[config.mk]
export PLATFORM = sky130hd
export DESIGN_NAME = uacp_core
export DESIGN_NICKNAME = d
export VERILOG_FILES = /design/src/uacp_pkg.sv /design/src/uacp_tx.sv /design/src/uacp_core.sv
export SDC_FILE = /design/constraint.sdc
export NUM_CORES = 1
export LEC_CHECK = 0
export ABC_AREA = 1
export BUFFER_PORTS_ARGS = -buffer_cell sky130_fd_sc_hd__buf_4
export CELL_PAD_IN_SITES_DETAIL_PLACEMENT = 0
export CELL_PAD_IN_SITES_GLOBAL_PLACEMENT = 2
export CORE_UTILIZATION = 34
export CTS_CLUSTER_SIZE = 24
export DETAILED_ROUTE_END_ITERATION = 10
export GPL_TIMING_DRIVEN = 0
export PLACE_DENSITY = 0.81
export SYNTH_ARGS = -nofsm -noshare
export SYNTH_HDL_FRONTEND = slang
export SYNTH_HIERARCHICAL = 1
export SYNTH_SLANG_ARGS = --single-unit
[constraint.sdc]
create_clock -name core_clk -period 5.17 [get_ports core_clk]
set_input_delay 0 -clock core_clk [delete_from_list [all_inputs] [get_ports core_clk]]
set_output_delay 0 -clock core_clk [all_outputs]
set_load 0.01 [all_outputs]
[src/uacp_pkg.sv]
// Purpose: Shared constants and types of the serial command port
// Assumes: 25 MHz core clock
// Notes: Timeout counts are derived from the modulator period
package uacp_pkg;
   localparam int CLK_PERIOD_NS = 40;
   localparam longint CLK_PERIOD_PS = 40000;
   // Line coding
   localparam logic [7:0] SYNC_BYTE = 8'h55;
   localparam logic [2:0] SYNC_LAST_FALL = 3'h3;
   localparam int BAUD_W = 16;
   localparam int MEAS_W = 19;
   localparam logic [BAUD_W-1:0] BAUD_DEFAULT = 16'h00D9;
   // Command bytes, lowest bit ignored
   localparam logic [7:0] RESET_CMD = 8'h06;
   localparam logic [7:0] START_CMD = 8'h08;
   localparam logic [7:0] SLEEP_CMD = 8'h02;
   localparam logic [3:0] READ_DATA_NIB = 4'h1;
   localparam logic [3:0] REG_READ_NIB = 4'h2;
   localparam logic [3:0] REG_WRITE_NIB = 4'h4;
   // Configuration registers
   localparam int NUM_REGS = 5;
   localparam logic [2:0] LAST_REG = 3'h4;
   localparam logic [7:0] REG_RESET = 8'h00;
   localparam int MODE_REG = 1;
   localparam int CONV_MODE_BIT = 3;
   localparam int TURBO_BIT = 4;
   localparam logic [2:0] FIFTH_CONFIG_REG = 3'h4;
   localparam int PIN_DIR_BIT = 6;
   localparam int PIN_SEL_BIT = 3;
   localparam int PIN_DAT_BIT = 2;
   // Result format
   localparam int RESULT_W = 24;
   localparam int RAW_W = 26;
   localparam logic [RESULT_W-1:0] RESULT_MAX = 24'h7F_FFFF;
   localparam logic [RESULT_W-1:0] RESULT_MIN = 24'h80_0000;
   localparam logic signed [RAW_W-1:0] RAW_POS_LIMIT = 26'sh07F_FFFF;
   localparam logic signed [RAW_W-1:0] RAW_NEG_LIMIT = 26'sh380_0000;
   // Interface timeout
   localparam longint MODULATOR_PERIOD_NORMAL_PS = 3906250;
   localparam longint MODULATOR_PERIOD_TURBO_PS = 1953125;
   localparam longint TIMEOUT_NORMAL_MODS = 32760;
   localparam longint TIMEOUT_TURBO_MODS = 65520;
   localparam int TIMEOUT_NORMAL_CYC =
      int'((TIMEOUT_NORMAL_MODS * MODULATOR_PERIOD_NORMAL_PS) / CLK_PERIOD_PS);
   localparam int TIMEOUT_TURBO_CYC =
      int'((TIMEOUT_TURBO_MODS * MODULATOR_PERIOD_TURBO_PS) / CLK_PERIOD_PS);
   localparam int TIMER_W = 22;
   // Ready high pulse when a result is overwritten unread
   localparam int READY_HIGH_PULSE_WIDTH_NS = 200;
   localparam logic [3:0] READY_PULSE_CYC =
      4'((READY_HIGH_PULSE_WIDTH_NS + CLK_PERIOD_NS - 1) / CLK_PERIOD_NS);

   typedef struct packed {
      logic valid;
      logic [7:0] data;
   } uacp_txreq_t;
endpackage

[src/uacp_tx.sv]
// Purpose: 8-N-1 byte transmitter timed by the measured bit period
// Assumes: bitPeriod is at least one cycle and stable during a byte
// Notes: Line idles high
`timescale 1ns/10ps
`default_nettype none
module uacp_tx (
   input wire logic core_clk,
   input wire logic sys_rst,
   input wire logic [uacp_pkg::BAUD_W-1:0] bitPeriod,
   input wire uacp_pkg::uacp_txreq_t txReq,
   output logic txReady,
   output logic txLine,
   output logic txBusy
);
   import uacp_pkg::*;

   logic [9:0] shift;
   logic [3:0] bitIdx;
   logic [BAUD_W-1:0] cycCnt;

   assign txReady = ~txBusy;

   always_ff @(posedge core_clk or posedge sys_rst) begin
      if (sys_rst) begin
         txBusy <= 1'b0;
         txLine <= 1'b1;
         shift <= 10'h3FF;
         bitIdx <= 4'h0;
         cycCnt <= '0;
      end else if (!txBusy) begin
         txLine <= 1'b1;
         if (txReq.valid) begin
            shift <= {1'b1, txReq.data, 1'b0};
            txLine <= 1'b0;
            txBusy <= 1'b1;
            bitIdx <= 4'h0;
            cycCnt <= bitPeriod - 1'b1;
         end
      end else if (cycCnt != '0) begin
         cycCnt <= cycCnt - 1'b1;
      end else if (bitIdx == 4'h9) begin
         txBusy <= 1'b0;
         txLine <= 1'b1;
      end else begin
         shift <= {1'b1, shift[9:1]};
         txLine <= shift[1];
         bitIdx <= bitIdx + 1'b1;
         cycCnt <= bitPeriod - 1'b1;
      end
   end

   a_tx_idle_high: assert property (@(posedge core_clk) disable iff (sys_rst)
      !txBusy |-> txLine)
      else $error("transmit line low while idle");

   a_tx_start_low: assert property (@(posedge core_clk) disable iff (sys_rst)
      (txReq.valid && txReady) |=> (!txLine && txBusy)[*1] ##1 !txLine)
      else $error("start bit not driven low");
endmodule
`default_nettype wire

[src/uacp_core.sv]
// Purpose: Serial command port of a delta-sigma converter
// Assumes: Conversion engine runs on core_clk; rxPin and sharedGpIn are async
// Notes: Bit period is relearned from the sync byte for every command
`timescale 1ns/10ps
`default_nettype none
// Notes on behaviour
// - Sleep command lets a running conversion finish; asleep keeps config, starts nothing.
// - Start command wakes from sleep and starts single or continuous conversion.
// - Half duplex; never transmit while receiving, never receive while transmitting.
// - Receive pin is input only; transmit line idles high.
// - Ready appears on the shared pin only when output and function-select set.
// - Ready falls on a new result, rises when it is loaded for sending.
// - Continuous unread result: ready pulses high briefly for the newer result.
// - Bytes framed low start, eight data bits LSB first, high stop.
// - Every command is preceded by a sync byte that relearns the baud rate.
// - Idle timeout mid command resets the serial interface.
// - Results are 24-bit twos complement, clipped at full scale.
// - Reset, start and sleep command bytes decoded, lowest bit ignored.
// - Register commands carry address in bits three to one, valid zero to four.
// - Reset command restores defaults; host then waits before next command.
// - Single mode start begins one conversion, restarting one already running.
// - Continuous mode start runs repeatedly; another start restarts the sequence.
// - Waking restores analog and current sources to their state before sleep.
// - Read data loads newest result at once; a same-time completion keeps ready low; in continuous mode with a result unread, ready first pulses high.
// - Words go least significant byte first, each byte LSB first.
// - Register read of a missing address returns zero.
// - Register write stores valid address, else ignored; accepted write restarts conversion.
// - A received byte is taken only on detecting its stop bit mid-bit.
module uacp_core #(
   parameter int TIMEOUT_NORMAL_CYCLES = uacp_pkg::TIMEOUT_NORMAL_CYC,
   parameter int TIMEOUT_TURBO_CYCLES = uacp_pkg::TIMEOUT_TURBO_CYC
) (
   input wire logic core_clk,
   input wire logic sys_rst,
   input wire logic rxPin,
   output logic txPin,
   input wire logic sharedGpPinIn,
   output logic sharedGpPinOut,
   output logic sharedGpPinOe,
   output logic conversionReadyN,
   output logic convStart,
   output logic convRun,
   input wire logic convDone,
   input wire logic signed [uacp_pkg::RAW_W-1:0] convRaw,
   output logic analogPowerOn,
   output logic excitationCurrentSourceOn,
   output logic turboMode
);
   import uacp_pkg::*;

   typedef enum logic [2:0] {
      ST_SYNC_WAIT, ST_SYNC_MEAS, ST_SYNC_END, ST_CMD, ST_WDATA, ST_TX
   } uacp_cmd_state_t;
   typedef enum logic [1:0] {RX_IDLE, RX_START, RX_DATA, RX_STOP} uacp_rx_state_t;

   function automatic logic matchCmd(input logic [7:0] b, input logic [7:0] code);
      return b[7:1] == code[7:1];
   endfunction

   function automatic logic [RESULT_W-1:0] clipRaw(input logic signed [RAW_W-1:0] raw);
      if (raw > RAW_POS_LIMIT) begin
         return RESULT_MAX;
      end else if (raw < RAW_NEG_LIMIT) begin
         return RESULT_MIN;
      end
      return raw[RESULT_W-1:0];
   endfunction

   uacp_cmd_state_t cmdState;
   uacp_rx_state_t rxState;
   logic rxMeta, rxSync, rxPrev, gpMeta, gpSync;
   logic rxFall, rxEdge, rxEnable;
   logic [BAUD_W-1:0] bitPeriod, rxCnt;
   logic [MEAS_W-1:0] measCnt;
   logic [2:0] fallCnt, rxBitIdx, wrAddr;
   logic [7:0] rxShift, rxByte, readVal;
   logic rxByteValid;
   logic [7:0] cfgReg [NUM_REGS];
   logic cmdLatch, doReset, doStart, doSleep, doRdata, doRreg, doWreg;
   logic doWrite, writeOk;
   logic asleep, converting, pendingSleep, newRes, unread;
   logic [RESULT_W-1:0] resultLatest, txBuf;
   logic [1:0] txLeft;
   logic [3:0] pulseCnt;
   logic [TIMER_W-1:0] idleCnt, idleLimit;
   logic timerActive, timedOut;
   logic convMode, pinDir, pinSel;
   uacp_txreq_t txReq;
   logic txReady, txBusy, txAccept;

   // Pin synchronisers
   always_ff @(posedge core_clk or posedge sys_rst) begin
      if (sys_rst) begin
         rxMeta <= 1'b1;
         rxSync <= 1'b1;
         rxPrev <= 1'b1;
         gpMeta <= 1'b0;
         gpSync <= 1'b0;
      end else begin
         rxMeta <= rxPin;
         rxSync <= rxMeta;
         rxPrev <= rxSync;
         gpMeta <= sharedGpPinIn;
         gpSync <= gpMeta;
      end
   end

   assign rxFall = rxPrev & ~rxSync;
   assign rxEdge = rxPrev ^ rxSync;
   assign rxEnable = (cmdState == ST_CMD) || (cmdState == ST_WDATA);

   assign convMode = cfgReg[MODE_REG][CONV_MODE_BIT];
   assign turboMode = cfgReg[MODE_REG][TURBO_BIT];
   assign pinDir = cfgReg[FIFTH_CONFIG_REG][PIN_DIR_BIT];
   assign pinSel = cfgReg[FIFTH_CONFIG_REG][PIN_SEL_BIT];

   // Baud measurement over four bit pairs of the sync byte
   always_ff @(posedge core_clk or posedge sys_rst) begin
      if (sys_rst) begin
         measCnt <= '0;
         fallCnt <= 3'h0;
         bitPeriod <= BAUD_DEFAULT;
      end else if (cmdState == ST_SYNC_WAIT) begin
         // Count the cycle of the first fall too, so eight bits give 8*T
         measCnt <= {{(MEAS_W-1){1'b0}}, 1'b1};
         fallCnt <= 3'h0;
      end else if (cmdState == ST_SYNC_MEAS) begin
         if (measCnt != '1) begin
            measCnt <= measCnt + 1'b1;
         end
         if (rxFall) begin
            fallCnt <= fallCnt + 1'b1;
            if (fallCnt == SYNC_LAST_FALL) begin
               if (measCnt[MEAS_W-1:3] == '0) begin
                  bitPeriod <= 16'h0001;
               end else begin
                  bitPeriod <= measCnt[MEAS_W-1:3];
               end
            end
         end
      end
   end

   // Byte receiver
   always_ff @(posedge core_clk or posedge sys_rst) begin
      if (sys_rst) begin
         rxState <= RX_IDLE;
         rxCnt <= '0;
         rxBitIdx <= 3'h0;
         rxShift <= 8'h00;
         rxByte <= 8'h00;
         rxByteValid <= 1'b0;
      end else begin
         rxByteValid <= 1'b0;
         if (!rxEnable || timedOut) begin
            rxState <= RX_IDLE;
         end else if (rxState != RX_IDLE && rxCnt != '0) begin
            rxCnt <= rxCnt - 1'b1;
         end else begin
            unique case (rxState)
               RX_IDLE: begin
                  if (rxFall) begin
                     rxState <= RX_START;
                     rxCnt <= {1'b0, bitPeriod[BAUD_W-1:1]};
                  end
               end
               RX_START: begin
                  rxCnt <= bitPeriod - 1'b1;
                  rxBitIdx <= 3'h0;
                  rxState <= rxSync ? RX_IDLE : RX_DATA;
               end
               RX_DATA: begin
                  rxShift <= {rxSync, rxShift[7:1]};
                  rxCnt <= bitPeriod - 1'b1;
                  rxBitIdx <= rxBitIdx + 1'b1;
                  if (rxBitIdx == 3'h7) begin
                     rxState <= RX_STOP;
                  end
               end
               RX_STOP: begin
                  if (rxSync) begin
                     rxByteValid <= 1'b1;
                     rxByte <= rxShift;
                  end
                  rxState <= RX_IDLE;
               end
            endcase
         end
      end
   end

   // Command decode
   assign cmdLatch = rxByteValid && (cmdState == ST_CMD);
   assign doReset = cmdLatch && matchCmd(rxByte, RESET_CMD);
   assign doStart = cmdLatch && matchCmd(rxByte, START_CMD);
   assign doSleep = cmdLatch && matchCmd(rxByte, SLEEP_CMD);
   assign doRdata = cmdLatch && (rxByte[7:4] == READ_DATA_NIB);
   assign doRreg = cmdLatch && (rxByte[7:4] == REG_READ_NIB);
   assign doWreg = cmdLatch && (rxByte[7:4] == REG_WRITE_NIB);
   assign doWrite = rxByteValid && (cmdState == ST_WDATA);
   assign writeOk = doWrite && (wrAddr <= LAST_REG);

   // Interface timeout
   assign timerActive = (cmdState != ST_SYNC_WAIT) && (cmdState != ST_TX);
   assign idleLimit = turboMode ? TIMER_W'(TIMEOUT_TURBO_CYCLES) :
      TIMER_W'(TIMEOUT_NORMAL_CYCLES);
   assign timedOut = timerActive && (idleCnt >= idleLimit);

   always_ff @(posedge core_clk or posedge sys_rst) begin
      if (sys_rst) begin
         idleCnt <= '0;
      end else if (!timerActive || rxEdge || timedOut) begin
         idleCnt <= '0;
      end else begin
         idleCnt <= idleCnt + 1'b1;
      end
   end

   // Transaction sequencer; each command starts from a fresh sync byte
   always_ff @(posedge core_clk or posedge sys_rst) begin
      if (sys_rst) begin
         cmdState <= ST_SYNC_WAIT;
      end else if (timedOut) begin
         cmdState <= ST_SYNC_WAIT;
      end else begin
         unique case (cmdState)
            ST_SYNC_WAIT: begin
               if (rxFall) begin
                  cmdState <= ST_SYNC_MEAS;
               end
            end
            ST_SYNC_MEAS: begin
               if (rxFall && fallCnt == SYNC_LAST_FALL) begin
                  cmdState <= ST_SYNC_END;
               end
            end
            ST_SYNC_END: begin
               if (rxSync) begin
                  cmdState <= ST_CMD;
               end
            end
            ST_CMD: begin
               if (doRdata || doRreg) begin
                  cmdState <= ST_TX;
               end else if (doWreg) begin
                  cmdState <= ST_WDATA;
               end else if (rxByteValid) begin
                  cmdState <= ST_SYNC_WAIT;
               end
            end
            ST_WDATA: begin
               if (rxByteValid) begin
                  cmdState <= ST_SYNC_WAIT;
               end
            end
            ST_TX: begin
               if (txLeft == 2'h0 && !txBusy) begin
                  cmdState <= ST_SYNC_WAIT;
               end
            end
         endcase
      end
   end

   // Configuration registers
   always_ff @(posedge core_clk or posedge sys_rst) begin
      if (sys_rst) begin
         wrAddr <= 3'h0;
         for (int i = 0; i < NUM_REGS; i++) begin
            cfgReg[i] <= REG_RESET;
         end
      end else if (doReset) begin
         for (int i = 0; i < NUM_REGS; i++) begin
            cfgReg[i] <= REG_RESET;
         end
      end else begin
         if (doWreg) begin
            wrAddr <= rxByte[3:1];
         end
         if (writeOk) begin
            cfgReg[wrAddr] <= rxByte;
         end
      end
   end

   always_comb begin
      readVal = 8'h00;
      if (rxByte[3:1] <= LAST_REG) begin
         readVal = cfgReg[rxByte[3:1]];
         if (rxByte[3:1] == FIFTH_CONFIG_REG && !pinDir) begin
            readVal[PIN_DAT_BIT] = gpSync;
         end
      end
   end

   // Conversion and power control
   always_ff @(posedge core_clk or posedge sys_rst) begin
      if (sys_rst) begin
         asleep <= 1'b1;
         converting <= 1'b0;
         pendingSleep <= 1'b0;
         convStart <= 1'b0;
      end else begin
         convStart <= 1'b0;
         if (convDone && converting && (!convMode || pendingSleep)) begin
            converting <= 1'b0;
            if (pendingSleep) begin
               asleep <= 1'b1;
               pendingSleep <= 1'b0;
            end
         end
         if (doReset) begin
            asleep <= 1'b1;
            converting <= 1'b0;
            pendingSleep <= 1'b0;
         end else if (doStart) begin
            asleep <= 1'b0;
            pendingSleep <= 1'b0;
            converting <= 1'b1;
            convStart <= 1'b1;
         end else if (writeOk && converting) begin
            convStart <= 1'b1;
         end else if (doSleep) begin
            if (converting && !convDone) begin
               pendingSleep <= 1'b1;
            end else begin
               asleep <= 1'b1;
               converting <= 1'b0;
            end
         end
      end
   end

   assign convRun = converting;
   // Config is held while asleep, so waking returns every section as it was
   assign analogPowerOn = ~asleep;
   assign excitationCurrentSourceOn = ~asleep;

   // Result capture and ready flag
   assign newRes = convDone && converting;

   always_ff @(posedge core_clk or posedge sys_rst) begin
      if (sys_rst) begin
         resultLatest <= '0;
         unread <= 1'b0;
         pulseCnt <= 4'h0;
      end else begin
         if (newRes) begin
            resultLatest <= clipRaw(convRaw);
         end
         if (doReset) begin
            unread <= 1'b0;
         end else if (newRes) begin
            unread <= 1'b1;
         end else if (doRdata) begin
            unread <= 1'b0;
         end
         if (newRes && unread && convMode) begin
            pulseCnt <= READY_PULSE_CYC;
         end else if (pulseCnt != 4'h0) begin
            pulseCnt <= pulseCnt - 1'b1;
         end
      end
   end

   assign conversionReadyN = ~unread | (pulseCnt != 4'h0);
   assign sharedGpPinOe = pinDir;
   assign sharedGpPinOut = (pinDir && pinSel) ? conversionReadyN :
      cfgReg[FIFTH_CONFIG_REG][PIN_DAT_BIT];

   // Answer buffer, least significant byte first
   assign txReq.valid = (cmdState == ST_TX) && (txLeft != 2'h0);
   assign txReq.data = txBuf[7:0];
   assign txAccept = txReq.valid && txReady;

   always_ff @(posedge core_clk or posedge sys_rst) begin
      if (sys_rst) begin
         txBuf <= '0;
         txLeft <= 2'h0;
      end else if (doRdata) begin
         txBuf <= resultLatest;
         txLeft <= 2'h3;
      end else if (doRreg) begin
         txBuf <= {16'h0000, readVal};
         txLeft <= 2'h1;
      end else if (txAccept) begin
         txBuf <= {8'h00, txBuf[RESULT_W-1:8]};
         txLeft <= txLeft - 1'b1;
      end
   end

   uacp_tx u_tx (
      .core_clk(core_clk),
      .sys_rst(sys_rst),
      .bitPeriod(bitPeriod),
      .txReq(txReq),
      .txReady(txReady),
      .txLine(txPin),
      .txBusy(txBusy)
   );

   a_sleep_no_start: assert property (@(posedge core_clk) disable iff (sys_rst)
      asleep |-> !convStart)
      else $error("conversion started while asleep");

   a_wake_on_start: assert property (@(posedge core_clk) disable iff (sys_rst)
      doStart |=> (!asleep && convStart && converting))
      else $error("start command did not wake and start");

   a_half_duplex: assert property (@(posedge core_clk) disable iff (sys_rst)
      (cmdState == ST_TX) |-> (rxState == RX_IDLE && !rxByteValid))
      else $error("receiver active while transmitting");

   a_ready_pulse: assert property (@(posedge core_clk) disable iff (sys_rst)
      (newRes && unread && convMode && !doReset) |=>
         conversionReadyN ##5 (!conversionReadyN || !unread))
      else $error("unread result pulse has wrong width");

   a_ready_release: assert property (@(posedge core_clk) disable iff (sys_rst)
      (doRdata && !newRes && pulseCnt == 4'h0) |=> conversionReadyN)
      else $error("ready not released on result load");

   a_clip_pos: assert property (@(posedge core_clk) disable iff (sys_rst)
      (newRes && convRaw > RAW_POS_LIMIT) |=> resultLatest == RESULT_MAX)
      else $error("positive overrange not clipped");

   a_bad_reg_read_cmd: assert property (@(posedge core_clk) disable iff (sys_rst)
      (doRreg && rxByte[3:1] > LAST_REG) |=> (txBuf == '0 && txLeft == 2'h1))
      else $error("missing register did not read zero");

   a_reg_write_cmd_restart: assert property (@(posedge core_clk) disable iff (sys_rst)
      (writeOk && converting && !doReset) |=> convStart)
      else $error("accepted write did not restart conversion");

   a_timeout_reset: assert property (@(posedge core_clk) disable iff (sys_rst)
      timedOut |=> (cmdState == ST_SYNC_WAIT && idleCnt == '0))
      else $error("timeout did not reset the interface");
endmodule
`default_nettype wire

==> key figures <==
Status
  • Status: finished, final reports clean

Clock tree
  • Cell chosen for the clock root: sky130_fd_sc_hd__clkbuf_16
  • # Post-CTS Setup Buffers: 0
  • Register clock-pin slew on the reported worst setup and hold paths: 0.06 ns
  • Max Buffers Root-to-Sink: 3
  • Num CTS Buffers: 30
  • Clock insertion delay at the later pin of the skew report: 0.56 ns
  • Number of instances resized during post-cts repair: 0
  • Clock net sink count: 238
  • Clock tree from TritonCTS: done
  • Number of H-tree levels: 1

Timing
  • Setup repair after global routing missed its margin: false
  • Final hold viol count: 0
  • Hold Slack: 0.0876 ns
  • Sum of negative setup slack: 0 ns
  • Final slew viol count: 0
  • Period utilization: 45.0%
  • Layout Skew: 0.00789 ns
  • Remaining max-slew budget at the tightest pin: 20.4%
  • Maximum clock rate: 430 MHz
  • Transition time of the tightest slew-check pin: 1.19 ns
  • Clock period minus worst slack: 2.33 ns
  • Final Setup Violations: 0

Setup path
  • Critical Path Start: rxState[0]
  • Required time of the worst setup path: 5.62 ns
  • End of the worst register-to-register path: rxCnt[1]
  • Worst EP arrival: 2.77 ns
  • Worst-path maximum fanout: 10
  • Worst Setup End Kind: flop
  • Worst setup path class: reg -> reg
  • Worst reg2reg setup slack: 2.84 ns
  • Worst R2R Start: rxState[0]
  • Reg2Reg Depth: 10
  • Sort of element at the start of the critical path: flop

Drt
  • Wirelength per Cell: 15.2 um
  • Routed vias/inst: 4.90
  • Number of search-and-repair iterations in the first detailed-routing pass: 5
  • First DRT Iteration DRCs: 693
  • DRC viols: 0
  • Routed vias: 11800
  • Total routed wirelength: 36.6 mm
  • Antenna-violating nets left: 0

Floorplan
  • IO Count: 40
  • Die Span Y: 200 um
  • Total core area: 38600 um^2
  • Cell row count: 72
  • Initial Utilization: 34.4%
  • Die X-Extent: 200 um
  • Die Footprint: 39900 um^2

Synth
  • Count of mapped cells out of synthesis: 1748
  • Unique masters post-synth: 52
  • Post-Synthesis Net Count: 1802
  • Syn. warnings: 6
  • Async set-reset flop share out of synthesis: 100%
  • Post-synthesis instance area: 13300 um^2
  • Share of the yosys chip area belonging to registers: 45.0%
  • Yosys top cell area share: 41.4%
  • Mean cell area of the mapped netlist: 7.61 um^2
  • Top area cells in the synthesized netlist: sky130_fd_sc_hd__dfrtp_1 (41%), sky130_fd_sc_hd__nand2_1 (13%), sky130_fd_sc_hd__inv_1 (5.7%)
  • Number of synthesized flops with an enable pin: 0
  • Flop and latch count out of synthesis: 238
  • Library cell with the largest summed area after synthesis: sky130_fd_sc_hd__dfrtp_1
  • Post-synth top flop: sky130_fd_sc_hd__dfrtp_1

Min path
  • Min-Delay Path Class: in -> reg
  • End of the worst hold path: gpMeta
  • Startpoint of the worst hold path: sharedGpPinIn
  • Hold-critical path depth: 2

Finish
  • Final net count: 1915
  • Commonest cells after routing, fill and taps aside: sky130_fd_sc_hd__nand2_1 (478), sky130_fd_sc_hd__dfrtp_1 (220), sky130_fd_sc_hd__inv_1 (202)
  • Diode insertion count for antenna repair: 0
  • Share of cells above drive strength 1: 11.6%
  • Area growth, synth to finish: 18.7%
  • Most common library cell in the layout ignoring fill and taps: sky130_fd_sc_hd__nand2_1
  • Final Cell Area: 15800 um^2

GRT
  • First-pass GRT wire length: 61.6 mm
  • Via count of the first global-routing pass: 11800
  • Grt ovf: 0
  • Largest net degree at the start of global routing: 41
  • Number of antenna violations at the first check in global routing: 0
  • Total global routing track utilization: 19.2%

Place
  • Port buffer count: 39
  • Area after detailed placement: 14400 um^2
  • Final Wtd Congestion: 0.863
  • DPL Wire Length: 26.9 mm

Power
  • PD cells: 353 nW/um^2
  • P_leak: 0.00759 uW
  • IR drop worst, VDD: 236 uV

Run
  • Max Cap Viol: 0
==> flip-flops by register name (all words and copies together) (netlist names), 4 cells and up <==
signal / flops
pulseCnt: 4
txBuf: 24
rxCnt: 16
measCnt: 19
idleCnt: 22
u_tx/cycCnt: 16
bitPeriod: 16
rxShift: 8
resultLatest: 24
rxByte: 8
u_tx/bitIdx: 4
cfgReg: 38
u_tx/shift: 8
==> synthesized netlist by cell type (9+ instances only) <==
cell	count
sky130_fd_sc_hd__o21ai_0	112
sky130_fd_sc_hd__ha_1	23
sky130_fd_sc_hd__dfstp_2	18
sky130_fd_sc_hd__dfrtp_1	220
sky130_fd_sc_hd__nor4_1	9
sky130_fd_sc_hd__nand2_2	9
sky130_fd_sc_hd__buf_2	9
sky130_fd_sc_hd__o22ai_1	32
sky130_fd_sc_hd__clkbuf_1	18
sky130_fd_sc_hd__nand2_1	478
sky130_fd_sc_hd__xnor2_1	15
sky130_fd_sc_hd__inv_1	203
sky130_fd_sc_hd__buf_4	10
sky130_fd_sc_hd__o211ai_1	13
sky130_fd_sc_hd__nand3_1	140
sky130_fd_sc_hd__inv_2	14
sky130_fd_sc_hd__nor2_1	170
sky130_fd_sc_hd__nor3_1	31
sky130_fd_sc_hd__nor2_2	9
sky130_fd_sc_hd__o21ai_1	18
sky130_fd_sc_hd__nand4_1	37
sky130_fd_sc_hd__a21oi_1	45
sky130_fd_sc_hd__xor2_1	35
sky130_fd_sc_hd__o21ai_2	17
==> routing by layer <==
metal / vias up / part of all wire [%] / track usage (%)
met2: 184 / 43 / 29.5
met5: - / 0 / 0
met1: 5622 / 50 / 28.2
li1: 5909 / - / -
met3: 60 / 3.5 / 2.22
met4: 0 / 2.8 / 5.51
==> report_power, final <==
part / switching [uW] / internal (uW)
logic: 895 / 439
registers: 81.9 / 1950
clock network: 836 / 1370
==> worst max path at each step <==
| stage | endpoint | slack, ns | depth (start not counted) |
|---|---|---|---|
| after global routing | rxCnt[1] | 2.63 | 10 |
| after floorplan | bitPeriod[10] | 2.48 | 1 |
| after global placement | idleCnt[8] | 0.80 | 2 |
| after CTS | rxCnt[1] | 2.85 | 10 |
| final | rxCnt[1] | 2.84 | 10 |
| after detailed placement | rxCnt[1] | 2.87 | 10 |
==> cells by family (layout without fill, tap and decap cells) <==
group / after synthesis / count (layout) / synth area share (%)
XOR/XNOR: 50 / 50 / 3.29
flip-flops: 238 / 238 / 45.0
AND/OR/NAND/NOR: 913 / 913 / 29.7
buffers and inverters: 267 / 404 / 8.43
AO/OA/AOI/OAI: 257 / 257 / 11.4
adder cells (fa/ha/maj): 23 / 23 / 2.16
==> cell type report <==
class                   instances  area, um^2
well taps                     518         648
plain buffers                  46         289
flip-flops and latches        238        5980
inverters                     221         836
multi-input cells            1243        6200
clock buffers                  40         870
repair buffers                 81         773
clock inverters                16         188
fillers                      3981       22900
==> stage by stage <==
step | total power, uW | cells | worst slack (ns) | util, %
2_1_floorplan | 3020 | 1748 | 2.48 | -
6_report | 5580 | 2403 | 2.84 | 40.8
3_3_place_gp | 3380 | 2305 | 0.804 | 36.9
4_1_cts | 5650 | 2403 | 2.85 | 40.8
5_1_grt | 5900 | 2403 | 2.63 | 40.8
3_5_place_dp | 3390 | 2311 | 2.87 | 37.2
==> worst max-delay path, stage by stage (launching register included) <==
cell and delay, ns:
sky130_fd_sc_hd__dfrtp_1 0.44, sky130_fd_sc_hd__inv_1 0.09, sky130_fd_sc_hd__ha_1 0.29, sky130_fd_sc_hd__clkbuf_1 0.19, sky130_fd_sc_hd__inv_1 0.23, sky130_fd_sc_hd__clkbuf_1 0.42, sky130_fd_sc_hd__o21ai_0 0.24, sky130_fd_sc_hd__nand2_1 0.11
sky130_fd_sc_hd__o21ai_0 0.07, sky130_fd_sc_hd__nand2_1 0.08, sky130_fd_sc_hd__o21ai_2 0.05
==> timing repair <==
action | 4_1_cts | 5_1_grt
hold endpoints to repair | 116 | 0
setup endpoints to repair | 0 | 0
hold buffers | 36 | 0
Note: power is estimated with default switching activity, not from simulation.
